[src/hw/mpc_regs.svh]
/*
 * Register offsets, field positions, reset values and timing counts for
 * the maintenance panel control block.
 * Assumes a 200 MHz system clock and a 32-bit APB register bus.
 */
`ifndef MPC_REGS_SVH
`define MPC_REGS_SVH

// ****************************************************************
// Register byte addresses
// ****************************************************************
`define MPC_CTRL_ADDR 8'h00
`define MPC_STATUS_ADDR 8'h04
`define MPC_ADDR_ADDR 8'h08
`define MPC_COUNT_ADDR 8'h0C
`define MPC_ERROR_ADDR 8'h10

// ****************************************************************
// Fields and reset values
// ****************************************************************
`define MPC_CTRL_HALT_BIT 0
`define MPC_CTRL_RESUME_BIT 1
`define MPC_CTRL_RESET 32'h0000_0000
`define MPC_HOLD_MASK_RESET 8'hFE

// ****************************************************************
// Timing
// ****************************************************************
`define MPC_CLK_NS 5
`define MPC_DEBOUNCE_NS 1000000
`define MPC_DEBOUNCE_CYC ((`MPC_DEBOUNCE_NS + `MPC_CLK_NS - 1) / `MPC_CLK_NS)

`endif

[src/hw/mpc_pkg.sv]
/*
 * Types shared by the maintenance panel control block.
 * Assumes nothing beyond a SystemVerilog compiler.
 */
package mpc_pkg;

  typedef struct packed {
    logic diagLock;
    logic panelEnable;
    logic errorHold;
    logic storeWrite;
    logic cageToggle;
    logic autoHalt;
    logic maintHigh;
    logic maintLow;
    logic repeatAddr;
    logic sweep;
    logic showBackup;
    logic stopOnAddr;
    logic stopOnParity;
    logic firstCondStop;
    logic byteCountLoad;
    logic repeatCmd;
    logic [2:0] condToggles;
  } mpc_switch_s;

  typedef struct packed {
    logic start;
    logic stop;
    logic addrLoad;
    logic matchClear;
    logic bufDisplay;
    logic bufLoad;
    logic incLoad;
  } mpc_button_s;

  typedef struct packed {
    logic runBuffer;
    logic spareActivity;
    logic writeMark;
    logic rewind;
  } mpc_maint_s;

  typedef struct packed {
    logic parity;
    logic [2:0] cond;
    logic [7:0] data;
  } mpc_entry_s;

  typedef logic [2:0][3:0] mpc_rotary_t;

  typedef enum logic [0:0] {SEQ_RUN, SEQ_HALT} mpc_seq_e;

endpackage

[src/hw/mpc_panel_ctrl.sv]
/*
 * Maintenance panel control: panel switches, rotary selectors and buttons
 * steering the microsequencer, store write enable, maintenance requests,
 * a small command buffer and its byte count register; APB status access.
 * Assumes panel inputs are synchronous to mclk but bouncy, and that the
 * microsequencer follows storeAddr/execWord while seqRun is high.
 */
`include "mpc_regs.svh"

module mpc_panel_ctrl #(
  parameter int DEBOUNCE_CYCLES = `MPC_DEBOUNCE_CYC,
  parameter int BUF_DEPTH = 16
) (
  input wire logic mclk,
  input wire logic rstn,
  // APB slave
  input wire logic psel,
  input wire logic penable,
  input wire logic pwrite,
  input wire logic [7:0] paddr,
  input wire logic [31:0] pwdata,
  output logic [31:0] prdata,
  output logic pready,
  output logic pslverr,
  // Panel
  input wire mpc_pkg::mpc_switch_s panelSwitch,
  input wire mpc_pkg::mpc_button_s panelButton,
  input wire mpc_pkg::mpc_rotary_t rotary,
  output logic [11:0] addrDisplay,
  output logic [7:0] dispA,
  output logic [7:0] dispB,
  output logic matchLamp,
  // Control unit side
  input wire logic online,
  input wire logic [11:0] seqNextAddr,
  input wire logic [8:0] storeSense,
  input wire logic cmdDone,
  input wire logic cmdFirstCond,
  input wire logic opEndPoint,
  input wire logic tapeIndicate,
  input wire logic diagSetCmd,
  input wire logic diagClearCmd,
  input wire logic clearIsModeSet1,
  input wire logic [7:0] errorSet,
  input wire logic errorReset,
  output logic [11:0] storeAddr,
  output logic [11:0] backupAddr,
  output logic [7:0] execWord,
  output logic seqRun,
  output logic storeWriteEn,
  output logic diagMode,
  output logic [7:0] errorLatch,
  output logic driveStop,
  output mpc_pkg::mpc_maint_s maintReq,
  output logic [3:0] driveSelect,
  output logic startActivity,
  output logic loadCompare,
  output logic terminateOp,
  output logic reissueCmd,
  output logic [11:0] byteCount,
  output logic [3:0] incrementer
);
  import mpc_pkg::*;

  localparam int PW = $bits(mpc_switch_s) + $bits(mpc_button_s) + 12;
  localparam int AW = $clog2(BUF_DEPTH);

  function automatic logic oddParity(input logic [10:0] v);
    oddParity = ~^v;
  endfunction

  // ****************************************************************
  // Reset release
  // ****************************************************************
  logic rstMeta;
  logic rstSyncN;
  always_ff @(posedge mclk or negedge rstn) begin
    if (!rstn) begin
      rstMeta <= 1'b0;
      rstSyncN <= 1'b0;
    end else begin
      rstMeta <= 1'b1;
      rstSyncN <= rstMeta;
    end
  end

  // ****************************************************************
  // Panel input conditioning
  // ****************************************************************
  logic [PW-1:0] panelMeta;
  logic [PW-1:0] panelSync;
  logic [PW-1:0] panelSample;
  logic [PW-1:0] panelStable;
  logic [31:0] tickCount;
  mpc_switch_s sw;
  mpc_button_s btn;
  mpc_button_s btnPrev;
  mpc_button_s press;
  mpc_rotary_t rot;
  logic [11:0] rotAddr;

  // Accept a level only when two samples a debounce period apart agree
  always_ff @(posedge mclk or negedge rstSyncN) begin
    if (!rstSyncN) begin
      panelMeta <= '0;
      panelSync <= '0;
      panelSample <= '0;
      panelStable <= '0;
      tickCount <= 32'h0000_0000;
      btnPrev <= '0;
    end else begin
      panelMeta <= {panelSwitch, panelButton, rotary};
      panelSync <= panelMeta;
      btnPrev <= btn;
      if (tickCount >= 32'(DEBOUNCE_CYCLES - 1)) begin
        tickCount <= 32'h0000_0000;
        panelSample <= panelSync;
        if (panelSample == panelSync) begin
          panelStable <= panelSync;
        end
      end else begin
        tickCount <= tickCount + 32'h0000_0001;
      end
    end
  end

  assign {sw, btn, rot} = panelStable;
  assign press = btn & ~btnPrev;
  assign rotAddr = {rot[2], rot[1], rot[0]};

  // ****************************************************************
  // APB registers
  // ****************************************************************
  logic softHalt;
  logic softResume;
  logic apbWrite;
  assign apbWrite = psel && penable && pwrite;
  assign pready = 1'b1;

  always_ff @(posedge mclk or negedge rstSyncN) begin
    if (!rstSyncN) begin
      softHalt <= 1'b0;
      softResume <= 1'b0;
    end else begin
      softResume <= 1'b0;
      if (apbWrite && paddr == `MPC_CTRL_ADDR) begin
        softHalt <= pwdata[`MPC_CTRL_HALT_BIT];
        softResume <= pwdata[`MPC_CTRL_RESUME_BIT];
      end
    end
  end

  // ****************************************************************
  // Sequencer control
  // ****************************************************************
  mpc_seq_e seqState;
  logic [2:0] haltCause;
  logic gateOk;
  logic addrHit;
  logic parityBad;
  logic addrStop;
  logic parityStop;
  logic condStop;
  logic resume;
  logic [7:0] heldWord;

  // Online, the address and parity stops act only with panel enable on
  assign gateOk = !online || sw.panelEnable;
  assign addrHit = storeAddr == rotAddr;
  assign parityBad = !(^storeSense);
  assign addrStop = gateOk && sw.stopOnAddr && addrHit;
  assign parityStop = gateOk && sw.stopOnParity && parityBad;
  assign condStop = sw.firstCondStop && cmdDone && cmdFirstCond;
  assign resume = press.start || softResume;
  assign seqRun = seqState == SEQ_RUN && !softHalt;

  always_ff @(posedge mclk or negedge rstSyncN) begin
    if (!rstSyncN) begin
      seqState <= SEQ_RUN;
      haltCause <= 3'h0;
    end else begin
      unique case (seqState)
        SEQ_RUN: begin
          if (seqRun && (addrStop || parityStop || condStop)) begin
            seqState <= SEQ_HALT;
            haltCause <= {condStop, parityStop, addrStop};
          end
        end
        SEQ_HALT: begin
          if (resume) begin
            seqState <= SEQ_RUN;
            haltCause <= 3'h0;
          end
        end
      endcase
    end
  end

  // Address and word registers; halted, only an address load moves the addresses, and heldWord tracks unless sweep is on
  always_ff @(posedge mclk or negedge rstSyncN) begin
    if (!rstSyncN) begin
      storeAddr <= 12'h000;
      backupAddr <= 12'h000;
      heldWord <= 8'h00;
    end else begin
      if (press.addrLoad) begin
        storeAddr <= rotAddr;
      end else if (seqRun && !addrStop && !parityStop) begin
        backupAddr <= storeAddr;
        if (sw.repeatAddr) begin
          storeAddr <= rotAddr;
        end else if (sw.sweep) begin
          storeAddr <= storeAddr + 12'h001;
        end else begin
          storeAddr <= seqNextAddr;
        end
      end
      if (!sw.sweep) begin
        heldWord <= storeSense[7:0];
      end
    end
  end

  // Sweep executes the word captured when sweep went on
  assign execWord = sw.sweep ? heldWord : storeSense[7:0];

  always_ff @(posedge mclk or negedge rstSyncN) begin
    if (!rstSyncN) begin
      matchLamp <= 1'b0;
      addrDisplay <= 12'h000;
      storeWriteEn <= 1'b0;
    end else begin
      // Equality wins over a clear in the same cycle
      if (addrHit) begin
        matchLamp <= 1'b1;
      end else if (press.matchClear) begin
        matchLamp <= 1'b0;
      end
      addrDisplay <= sw.showBackup ? backupAddr : storeAddr;
      storeWriteEn <= sw.storeWrite && sw.cageToggle;
    end
  end

  // ****************************************************************
  // Mode, error and drive controls
  // ****************************************************************
  logic stopPending;
  logic repeatActive;

  always_ff @(posedge mclk or negedge rstSyncN) begin
    if (!rstSyncN) begin
      diagMode <= 1'b0;
      errorLatch <= 8'h00;
    end else begin
      if (diagSetCmd) begin
        diagMode <= 1'b1;
      end else if (diagClearCmd && (clearIsModeSet1 || !sw.diagLock)) begin
        diagMode <= 1'b0;
      end
      // Held bits survive reset; new errors always set
      if (errorReset) begin
        errorLatch <= errorSet |
          (sw.errorHold ? errorLatch & `MPC_HOLD_MASK_RESET : 8'h00);
      end else begin
        errorLatch <= errorLatch | errorSet;
      end
    end
  end

  always_ff @(posedge mclk or negedge rstSyncN) begin
    if (!rstSyncN) begin
      driveStop <= 1'b0;
      maintReq <= '0;
      driveSelect <= 4'h0;
      startActivity <= 1'b0;
      loadCompare <= 1'b0;
      stopPending <= 1'b0;
      repeatActive <= 1'b0;
    end else begin
      driveStop <= sw.autoHalt && tapeIndicate;
      startActivity <= press.start;
      loadCompare <= press.addrLoad;
      maintReq <= '0;
      if (press.start) begin
        driveSelect <= rot[0];
        unique case ({sw.maintHigh, sw.maintLow})
          2'b00: maintReq.runBuffer <= 1'b1;
          2'b01: maintReq.spareActivity <= 1'b1;
          2'b10: maintReq.writeMark <= 1'b1;
          2'b11: maintReq.rewind <= 1'b1;
        endcase
      end
      if (press.stop) begin
        stopPending <= 1'b1;
      end else if (opEndPoint || press.start) begin
        stopPending <= 1'b0;
      end
      if (!sw.repeatCmd || press.stop) begin
        repeatActive <= 1'b0;
      end else if (cmdDone) begin
        repeatActive <= 1'b1;
      end
    end
  end

  assign terminateOp = stopPending && opEndPoint;
  assign reissueCmd = repeatActive && cmdDone && !press.stop;

  // ****************************************************************
  // Command buffer
  // ****************************************************************
  mpc_entry_s bufMem [BUF_DEPTH];
  logic [AW-1:0] bufSel;
  assign bufSel = AW'(rot[2]);

  always_ff @(posedge mclk) begin
    if (press.bufLoad && !sw.byteCountLoad) begin
      bufMem[bufSel] <= '{parity: oddParity({sw.condToggles, rot[1], rot[0]}),
                          cond: sw.condToggles,
                          data: {rot[1], rot[0]}};
    end
  end

  always_ff @(posedge mclk or negedge rstSyncN) begin
    if (!rstSyncN) begin
      byteCount <= 12'h000;
      incrementer <= 4'h0;
      dispA <= 8'h00;
      dispB <= 8'h00;
    end else begin
      if (press.bufLoad && sw.byteCountLoad) begin
        byteCount <= rotAddr;
      end
      if (press.incLoad) begin
        incrementer <= rot[2];
      end
      if (press.bufDisplay) begin
        dispA <= bufMem[bufSel].data;
        dispB <= {incrementer, bufMem[bufSel].cond,
                  bufMem[bufSel].parity};
      end
    end
  end

  // ****************************************************************
  // APB read path
  // ****************************************************************
  always_comb begin
    prdata = 32'h0000_0000;
    pslverr = 1'b0;
    unique case (paddr)
      `MPC_CTRL_ADDR: prdata = {31'h0, softHalt};
      `MPC_STATUS_ADDR: prdata = {24'h0, repeatActive, stopPending,
                                  diagMode, matchLamp, haltCause,
                                  seqState == SEQ_HALT};
      `MPC_ADDR_ADDR: prdata = {4'h0, backupAddr, 4'h0, storeAddr};
      `MPC_COUNT_ADDR: prdata = {16'h0, incrementer, byteCount};
      `MPC_ERROR_ADDR: prdata = {24'h0, errorLatch};
      default: pslverr = psel && penable;
    endcase
  end
endmodule

[config.mk]
export PLATFORM = sky130hd
export DESIGN_NAME = mpc_panel_ctrl
export DESIGN_NICKNAME = d
export VERILOG_FILES = /design/src/hw/mpc_pkg.sv /design/src/hw/mpc_panel_ctrl.sv
export VERILOG_INCLUDE_DIRS = /design/src /design/src/hw
export SDC_FILE = /design/constraint.sdc
export NUM_CORES = 1
export LEC_CHECK = 0
export ABC_AREA = 1
export BUFFER_PORTS_ARGS = -buffer_cell sky130_fd_sc_hd__buf_2
export CORE_ASPECT_RATIO = 1.1
export CORE_MARGIN = 3
export CORE_UTILIZATION = 30
export DETAILED_ROUTE_END_ITERATION = 10
export PLACE_DENSITY = 0.58
export SLEW_MARGIN = 30
export SYNTH_ARGS = -nofsm -noshare
export SYNTH_HDL_FRONTEND = slang
export SYNTH_SLANG_ARGS = --single-unit
[constraint.sdc]
create_clock -name mclk -period 12.2 [get_ports mclk]
set_input_delay 1.22 -clock mclk [delete_from_list [all_inputs] [get_ports mclk]]
set_output_delay 1.22 -clock mclk [all_outputs]
set_load 0.02 [all_outputs]
Yosys cells after proc, flatten, opt, wreduce, memory -nomap -nowiden

Memories as Yosys holds them, arrays and structs flattened. A register that Yosys moved wholly into a read port is not among the register bits.
Index checks and enable logic that the tools add are counted.

Reductions and logical operators: 51
Multipliers: 0
Add/sub/neg operators: 2
Bitwise operators: 6
Muxes and demuxes: 33
Shift operators: 0
Div/mod/pow operators: 0
Equality and inequality tests: 11
$lt $le $gt $ge: 1

Operator list:

| operator                                              | count |
|---|---|
| one-hot mux 28 bit (5 select lines)                   | 1 |
| two-way mux 12 bit                                    | 5 |
| == test 38 bit                                        | 1 |
| adder 32 x 1 -> 32 bit, second input constant         | 1 |
| >= comparator 32 x 18 -> 1 bit, second input constant | 1 |
| two-way mux 32 bit                                    | 1 |
| two-way mux 8 bit                                     | 3 |
| logical AND 1 bit                                     | 21 |
| two-way mux 1 bit                                     | 18 |
| == test 8 x 4 -> 1 bit, second input constant         | 2 |
| OR 8 bit                                              | 2 |
| adder 12 x 1 -> 12 bit, second input constant         | 1 |
| == test 12 bit                                        | 1 |
| XNOR reduction 11 bit                                 | 1 |
| logical NOT 1 bit                                     | 10 |
| nonzero test 2 bit                                    | 5 |
| parity 9 bit                                          | 1 |
| == test 8 x 3 -> 1 bit, second input constant         | 1 |
| == test 8 x 5 -> 1 bit, second input constant         | 1 |
| logical NOT 8 bit                                     | 1 |
| bitwise AND 7 bit                                     | 1 |
| logical OR 1 bit                                      | 7 |
| NOT 7 bit                                             | 1 |
| two-way mux 3 bit                                     | 2 |
| other kinds (10)                                      | 15 |

Bits in latches: 0
Flip-flop bits (word level): 291
Memories: 1
Word-level logic and storage cells: 144
Memory bits (writable): 192
Input bits: 121
Output and inout bits: 135
Memory bits (read-only): 0

Memories:

| name   | depth | bits a word | rd ports | clocked after memory_dff | wr ports | line                  | RTL |
|---|---|---|---|---|---|---|---|
| bufMem | 16    | 12          | 1        | 1                        | 1        | mpc_panel_ctrl.sv:312 | `mpc_entry_s bufMem [BUF_DEPTH];` |

Depth between registers and ports, before layout

Gate-level depths: netlist of the first run.

Depth after elaboration: 9
Depth in mapped cells: 15
Gate-level depth less buffers: 13

Worst setup path before layout of the first run

No wires, ideal clock.

Path kind: input -> output
Start point: input paddr[7]
End point: output prdata[10]
Data required time: 10.980 ns
Cell stages on the path: 5
Setup slack: 8.406 ns
Arrival: 2.574 ns
Path buffers: 1
Cells stage by stage: or2_1 nor3_2 nand4_1 clkbuf_1 o21ai_0

Cells in the longest elaborated chain, start to end: 2
Elaborated cells on any way between the ends: 6
Classes of those cells: eq/ne (4); mux (1); reduce/logical (1)

RTL lines:

| what                                                 | line                  | RTL |
|---|---|---|
| start: declaration                                   | mpc_panel_ctrl.sv:20  | `input wire logic [7:0] paddr,` |
| == test 8 x 5 -> 1 bit, or another cell as far along | mpc_panel_ctrl.sv:351 | `unique case (paddr)` |
| one-hot mux 28 bit (5 select lines) (*)              | mpc_panel_ctrl.sv:351 |  |
| end: declaration                                     | mpc_panel_ctrl.sv:22  | `output logic [31:0] prdata,` |

Every way passes the cells marked *; elsewhere a longest branch is shown, timed or not.

Worst setup path in the final report of the first run

Start point: input paddr[1]
End point: output prdata[6]

Same word-level chain as after synthesis.

==> implementation parameters, run 1 <==
Parameter                              Value

Clocking
  Clock Tree Root ... sky130_fd_sc_hd__clkbuf_16
  Inserted Clock Buffers ... 51
  Post_cts resized ... 0
  Clock input transition at the sequential cells of the worst setup and hold paths ... 0.06 ns
  Hold bufs inserted after CTS ... 0
  Clock net sink count ... 491
  Post-CTS repair timing setup buffer count ... 0
  CTS HTree Levels ... 2
  CTS tree ... yes
  Clk_lat worst skew ... 0.60 ns
  Max Buffers Root-to-Sink ... 3

GRT
  Via count of the first global-routing pass ... 13700
  Grt met3 use ... 2.62%
  GRT met2 Usage ... 25.5%
  Most Used Layer, Global Route ... met2
  GRT Util Overall ... 15.1%
  Number of antenna violations at the first check in global routing ... 11
  Met1 track demand over resource ... 20.0%
  Congestion Overflow GR ... 0
  Pin count of the biggest net entering global routing ... 162
  Wire length of the first global-routing pass ... 81100 um

Route
  Average wire length per cell after detail routing ... 18.4 um
  Total routed wirelength ... 54000 um
  Number of nets still failing antenna checks after routing ... 0
  Avg Vias per Cell ... 4.83
  DR vias ... 14200
  Post-route DRC ... 0
  Initial DRT Pass Iterations ... 5
  Drt initial violations ... 1083

Yosys
  Register bit count reported by yosys ... 491
  Synth Flop Type ... sky130_fd_sc_hd__dfrtp_1
  Cell area after technology mapping ... 19700 um2
  Syn_area_per_cell ... 10.9 um2
  Cells after Synth ... 1817
  Ys async rst share ... 60.9%
  EDFF count, synth ... 192
  Synthesis warning total ... 0
  Number of unique standard cell types used by synthesis ... 45
  Part of the Yosys area used for sequential elements ... 67.1%

Min path
  Tightest Hold Check Type ... flop to asynchronous set/reset pin

Floorplanning
  Height of the die ... 275 um
  I/O Pins ... 256
  Starting Density ... 30.3%
  Count of standard-cell rows ... 98
  Placeable core region ... 65100 um2
  Horizontal die dimension ... 251 um
  Die area ... 68900 um2

Placement
  Detailed-placement wirelength estimate ... 35500 um
  Instance count after placement with tap cells included ... 2840
  Port Buffers ... 220
  Instance area at placement ... 21800 um2
  GPL Wtd Cong ... 0.845

Pwr
  Ratio of total power to cell area ... 156 nW/um2
  Final Total Pwr ... 3.68 mW
  Peak supply drop ... 0.121 mV
  Leakage dissipation ... 10.6 nW

Layout
  Most common library cell in the layout ignoring fill and taps ... sky130_fd_sc_hd__nand2_1
  Final layout net count ... 2168
  Post-synthesis to final-layout area growth ... 19.5%
  Commonest cells after routing, fill and taps aside ... 421 x sky130_fd_sc_hd__nand2_1, 297 x sky130_fd_sc_hd__dfrtp_1, 220 x sky130_fd_sc_hd__buf_2, 212 x sky130_fd_sc_hd__nand3_1, 192 x sky130_fd_sc_hd__edfxtp_1
  Post-route insts no fill ... 2940
  Share of cells above drive strength 1 ... 17.8%
  Total of fill cells in the finished design ... 6370
  Post-route cell area ... 23600 um2

Timing
  Fin Setup TNS ... 0 ns
  Fin crit share ... 36.4%
  Final setup violating endpoints ... 0
  Unrepaired setup endpoints after global routing ... false
  Peak Freq ... 225 MHz
  Skew final ... 0.0327 ns
  Hold slack final ... 0.256 ns
  Slew @ Worst Pin ... 0.933 ns
  Final Hold Vio Count ... 0
  Fin. max-slew vios ... 0
  Rel. slew slack ... 37.3%
  Tmin final ... 4.45 ns

Setup path
  R2R depth ... 12
  CP Data Arrival Time ... 3.23 ns
  Critical path fanouts, max ... 9
  Critical path class ... input port to output port
  Nature of the critical path startpoint ... input port
  Element type at the critical path end ... output port
  Required time of the critical path ... 10.98 ns

Run status
  Status ... finished, final reports clean

Flow run
  Number of maximum-capacitance constraint violations ... 0
==> metal layers <==
layer | up-vias | part of all wire (%) | wire (um)
li1 | 6647 | - | -
met1 | 7031 | 43 | 23100
met2 | 421 | 49 | 26500
met3 | 98 | 5.7 | 3060
met4 | 0 | 2.5 | 1350
met5 | - | 0 | 0
==> per-stage QoR <==
step / util (%) / setup WS (ns)
2_1_floorplan: - / 3.25
3_3_place_gp: 33.4 / 7.28
3_5_place_dp: 33.4 / 7.18
4_1_cts: 36.2 / 7.17
5_1_grt: 36.2 / 7.46
6_report: 36.2 / 7.75
==> layout make-up <==
class / count / area, um2 / area share (%)
Sequential cell: 491 / 13300 / 56.2
Multi-Input combinational cell: 1130 / 5670 / 24.0
Clock buffer: 67 / 1390 / 5.88
Timing Repair Buffer: 253 / 1390 / 5.87
Tap cell: 850 / 1060 / 4.51
Inverter: 118 / 443 / 1.88
Clock inverter: 28 / 383 / 1.62
Antenna cell: 3 / 7.51 / 0.0318
==> power breakdown <==
part	leakage, nW	internal [mW]	switching, mW
sequential	5.97	1.76	0.0555
combinational	3.80	0.0730	0.147
clock	0.856	0.992	0.649
total	10.6	2.82	0.852
==> worst paths after layout <==
check | from | to | slack [ns]
min reg2reg | rstSyncN | panelMeta[32] | 0.26
max reg2reg | tickCount[0] | panelStable[19] | 8.95
min | rstSyncN | panelMeta[32] | 0.26
min in group mclk | panelMeta[8] | panelSync[8] | 0.35
max in group asynchronous | rstSyncN | tickCount[5] | 10.13
max | paddr[1] | prdata[6] | 7.75
==> logic make-up (layout without fill, tap and decap cells) <==
logic type,Yosys count,in the layout,share of synthesized area (%)
DFF,491,491,67.1
other,2,23,0.0380
and+or+nand+nor,865,865,19.6
buffers and inverters,214,466,4.73
adders and majority gates,2,2,0.127
AOI/OAI and AO/OA,186,186,5.92
xor gates and xnor gates,57,57,2.53
==> critical path, cell delays in order <==
cell and delay [ns]:
sky130_fd_sc_hd__buf_2 0.09, sky130_fd_sc_hd__nor2_1 0.25, sky130_fd_sc_hd__nand3_1 0.18, sky130_fd_sc_hd__nor4_2 0.73, sky130_fd_sc_hd__nand2_1 0.11, sky130_fd_sc_hd__o21ai_0 0.17, sky130_fd_sc_hd__a21oi_1 0.12, sky130_fd_sc_hd__o21ai_0 0.13
sky130_fd_sc_hd__buf_2 0.21
==> flip-flops by register name, summed over array words and instances, names as in the netlist, 12 cells and up <==
register / flops
bufMem: 192
panelMeta: 38
panelSample: 38
panelStable: 38
panelSync: 38
tickCount: 32
addrDisplay: 12
backupAddr: 12
byteCount: 12
storeAddr: 12
==> cells in the mapped netlist (3+ instances only) <==
master	number	area, um2
sky130_fd_sc_hd__buf_4	12	90.1
sky130_fd_sc_hd__clkbuf_1	45	169
sky130_fd_sc_hd__o21ai_0	71	355
sky130_fd_sc_hd__inv_1	109	409
sky130_fd_sc_hd__or2_2	7	43.8
sky130_fd_sc_hd__nor4_1	5	31.3
sky130_fd_sc_hd__edfxtp_1	192	5770
sky130_fd_sc_hd__nor2_1	105	394
sky130_fd_sc_hd__a211oi_1	3	22.5
sky130_fd_sc_hd__xnor2_1	36	315
sky130_fd_sc_hd__buf_1	5	18.8
sky130_fd_sc_hd__nand2_1	421	1580
sky130_fd_sc_hd__a41oi_1	12	105
sky130_fd_sc_hd__nand4_1	71	444
sky130_fd_sc_hd__nand3_1	213	1070
sky130_fd_sc_hd__nor2_2	4	25.0
sky130_fd_sc_hd__dfrtp_1	299	7480
sky130_fd_sc_hd__nor3b_1	3	22.5
sky130_fd_sc_hd__nor3_1	20	100
sky130_fd_sc_hd__nor2_4	3	33.8
sky130_fd_sc_hd__o21bai_1	7	52.6
sky130_fd_sc_hd__a21oi_1	25	125
sky130_fd_sc_hd__o22ai_1	6	37.5
sky130_fd_sc_hd__buf_6	7	78.8
sky130_fd_sc_hd__xor2_1	21	184
sky130_fd_sc_hd__buf_2	26	130
sky130_fd_sc_hd__inv_2	7	26.3
sky130_fd_sc_hd__nand3_2	4	40.0
sky130_fd_sc_hd__a22oi_1	51	383
sky130_fd_sc_hd__o2111ai_1	5	43.8
Power figures use the tool's default switching activity.
==> run 2: changes to the inputs <==
==> constraint.sdc (replaced) <==
create_clock -name mclk -period 4.55 [get_ports mclk]
set_input_delay 0.455 -clock mclk [delete_from_list [all_inputs] [get_ports mclk]]
set_output_delay 0.455 -clock mclk [all_outputs]
set_load 0.02 [all_outputs]
==> implementation parameters, run 2 (synthesized netlist as in run 1, its figures left out) <==
Parameter                              Value

Run status
  Status ... finished, final reports clean

Clocking
  Post_cts resized ... 0 (unchanged)
  CTS HTree Levels ... 2 (unchanged)
  Clk_lat worst skew ... 0.59 ns (about the same)
  CTS tree ... yes
  Clock net sink count ... 491 (unchanged)
  Post-CTS repair timing setup buffer count ... 0 (unchanged)
  Clock input transition at the sequential cells of the worst setup and hold paths ... 0.06 ns (about the same)
  Inserted Clock Buffers ... 51 (unchanged)
  Max Buffers Root-to-Sink ... 3 (unchanged)
  Clock Tree Root ... sky130_fd_sc_hd__clkbuf_16
  Hold bufs inserted after CTS ... 34 (+34)

Floorplanning
  Height of the die ... 275 um (unchanged)
  Count of standard-cell rows ... 98 (unchanged)
  Placeable core region ... 65100 um2 (unchanged)
  I/O Pins ... 256 (unchanged)
  Horizontal die dimension ... 251 um (unchanged)
  Die area ... 68900 um2 (unchanged)
  Starting Density ... 30.3% (unchanged)

Placement
  Post-placement worst setup slack ... 1.58 ns (-5.60 ns)
  Detailed-placement wirelength estimate ... 35900 um (+1.3%)
  Instance area at placement ... 21800 um2 (+0.28%)
  Port Buffers ... 220 (unchanged)
  GPL Wtd Cong ... 0.857 (+1.4%)
  Instance count after placement with tap cells included ... 2846 (+0.21%)

GRT
  Wire length of the first global-routing pass ... 82400 um (+1.6%)
  Number of antenna violations at the first check in global routing ... 1 (-10)
  Congestion Overflow GR ... 0 (unchanged)
  GRT Util Overall ... 15.3% (+0.18 points)
  Via count of the first global-routing pass ... 14000 (+1.9%)
  Pin count of the biggest net entering global routing ... 120 (-26%)

Min path
  Hold-critical path depth ... 1
  Tightest Hold Check Type ... input port to flop
  Launch point of the worst hold path ... rotary[7]
  Worst-case hold path end point ... panelMeta[7]

Flow run
  Number of maximum-capacitance constraint violations ... 0 (unchanged)

Layout
  Post-synthesis to final-layout area growth ... 21.1%
  Final layout net count ... 2207 (+1.8%)
  Number of flip-flops in the largest register ... 192 (unchanged)
  Post-route cell area ... 23900 um2 (+1.4%)
  Post-route insts no fill ... 2971 (+1.1%)
  Commonest cells after routing, fill and taps aside ... 421 x sky130_fd_sc_hd__nand2_1, 297 x sky130_fd_sc_hd__dfrtp_1, 220 x sky130_fd_sc_hd__buf_2, 213 x sky130_fd_sc_hd__nand3_1, 192 x sky130_fd_sc_hd__edfxtp_1
  Final core utilization ... 36.7% (+0.49 points)
  Share of cells above drive strength 1 ... 17.8% (+0.045 points)
  Reg with most FFs ... bufMem
  Ant. Diodes ... 0 (-3)
  Most common library cell in the layout ignoring fill and taps ... sky130_fd_sc_hd__nand2_1

Timing
  Slew @ Worst Pin ... 0.897 ns (-0.0354 ns)
  Skew final ... 0.0246 ns (-0.00805 ns)
  Fin crit share ... 64.5%
  Final Hold Vio Count ... 0 (unchanged)
  Fin worst setup slack ... 1.62 ns (-6.14 ns)
  Fin Setup TNS ... 0 ns (unchanged)
  Final setup violating endpoints ... 0 (unchanged)
  Unrepaired setup endpoints after global routing ... false
  Peak Freq ... 341 MHz
  Fin. max-slew vios ... 0 (unchanged)
  Rel. slew slack ... 40.2% (+2.9 points)
  Tmin final ... 2.93 ns

Pwr
  Sw Ratio ... 23.1% (-0.045 points)
  Leakage dissipation ... 10.8 nW (+1.5%)
  Sequential Power Share ... 50.0% (+0.6 points)
  Cell internal power dissipation ... 7.48 mW (+160%)
  Ratio of total power to cell area ... 407 nW/um2 (+160%)
  Combinational share of power ... 6.4% (+0.4 points)
  Peak supply drop ... 0.234 mV (+93%)
  Proportion of power drawn by the clock network ... 43.6% (-1.1 points)
  Power spent charging and discharging nets ... 2.25 mW (+160%)

Setup path
  Flop2flop setup slack ... 1.65 ns (-7.30 ns)
  Required time of the critical path ... 4.09 ns (-6.89 ns)
  Highest cell delay on the worst timing path ... 0.93 ns (+0.20 ns)
  Cell with the biggest individual delay on the critical path ... sky130_fd_sc_hd__dfrtp_1
  Number of buffers and inverters on the critical path ... 2 (unchanged)
  Cell type group with the largest total delay on the critical path ... flip-flops
  Cells along the critical path ... inv_1 > nand2_1 > nand2_1 > buf_2
  Critical path class ... flop to output port
  Most frequent CP cell ... sky130_fd_sc_hd__nand2_1
  Critical path fanouts, max ... 26 (+17)
  CP Data Arrival Time ... 2.48 ns (-0.75 ns)
  Startpoint of the most critical register-to-register path ... panelStable[9]
  Nature of the critical path startpoint ... flop
  Element type at the critical path end ... output port
  R2R depth ... 5 (-7)
  FF-to-FF End ... bufMem[5][2]

Route
  Avg Vias per Cell ... 4.82 (-0.13%)
  Detailed-routed wire length on met3 ... 3010 um (-1.5%)
  Drt initial violations ... 1137 (+5.0%)
  Initial DRT Pass Iterations ... 6 (+1)
  Average wire length per cell after detail routing ... 18.1 um (-1.2%)
  Topmost layer with routed signal wires ... met4
  Post-route DRC ... 0 (unchanged)
  Number of nets still failing antenna checks after routing ... 0 (unchanged)
  DR vias ... 14300 (+0.92%)
  Routed wire length on met2 ... 26800 um (+1.1%)
  Met1 Wirelength ... 22600 um (-2.0%)
  Total routed wirelength ... 53900 um (-0.15%)
[run 2: cell count changes in the layout (fill, tap and decap cells not counted), sizes merged, moves of 2 or more]
| cell | previous run | this run |
|---|---|---|
| buf | 253 | 258 |
| bufinv | 9 | 6 |
| clkinv | 18 | 15 |
| diode | 3 | 0 |
| dlygate4sd3 | 0 | 34 |
| inv | 117 | 119 |
[run 2: layout make-up]
| class | count | area, um2 |
|---|---|---|
| fillers | 6328 | 41200 |
| flip-flops and latches | 491 | 13300 |
| multi-input cells | 1130 | 5670 |
| repair buffers | 292 | 1780 |
| clock buffers | 67 | 1430 |
| well taps | 850 | 1060 |
| inverters | 118 | 443 |
| clock inverters | 23 | 277 |
[run 2: how the worst max path moves through the flow]
stage	startpoint	slack [ns]	cells past startpoint	to
6_report	panelStable[28]	1.62	4	execWord[1]
5_1_grt	tickCount[0]	1.40	12	panelStable[26]
4_1_cts	panelStable[9]	1.58	5	bufMem[1][1]
3_5_place_dp	panelStable[9]	1.58	5	bufMem[1][9]
3_3_place_gp	panelStable[9]	1.70	5	bufMem[5][4]
2_1_floorplan	rstSyncN	1.57	0	addrDisplay[0]
[run 2: layer usage]
layer  vias to the layer above  GRT usage, %
li1                       6706             -
met3                       100          2.55
met5                         -             0
met1                      7087          20.1
met2                       435          26.0
met4                         0          4.84
[run 2: through the flow]
stage | total power, mW | hold WS (ns)
detailed placement | 5.55 | 0.243
finish | 9.73 | 0.0206
CTS | 9.83 | 0.00410
floorplan | 5.28 | 0.159
global placement | 5.54 | 0.242
global route | 10.1 | 0.00829
[run 2: power by group through the flow]
stage                     registers, mW  clock network [mW]  logic, mW
after floorplan                    5.03                   0      0.247
after global placement             4.95                   0      0.586
after detailed placement           4.96                   0      0.593
after CTS                          4.87                4.34      0.618
after global routing               4.88                4.51      0.691
final                              4.87                4.24      0.622
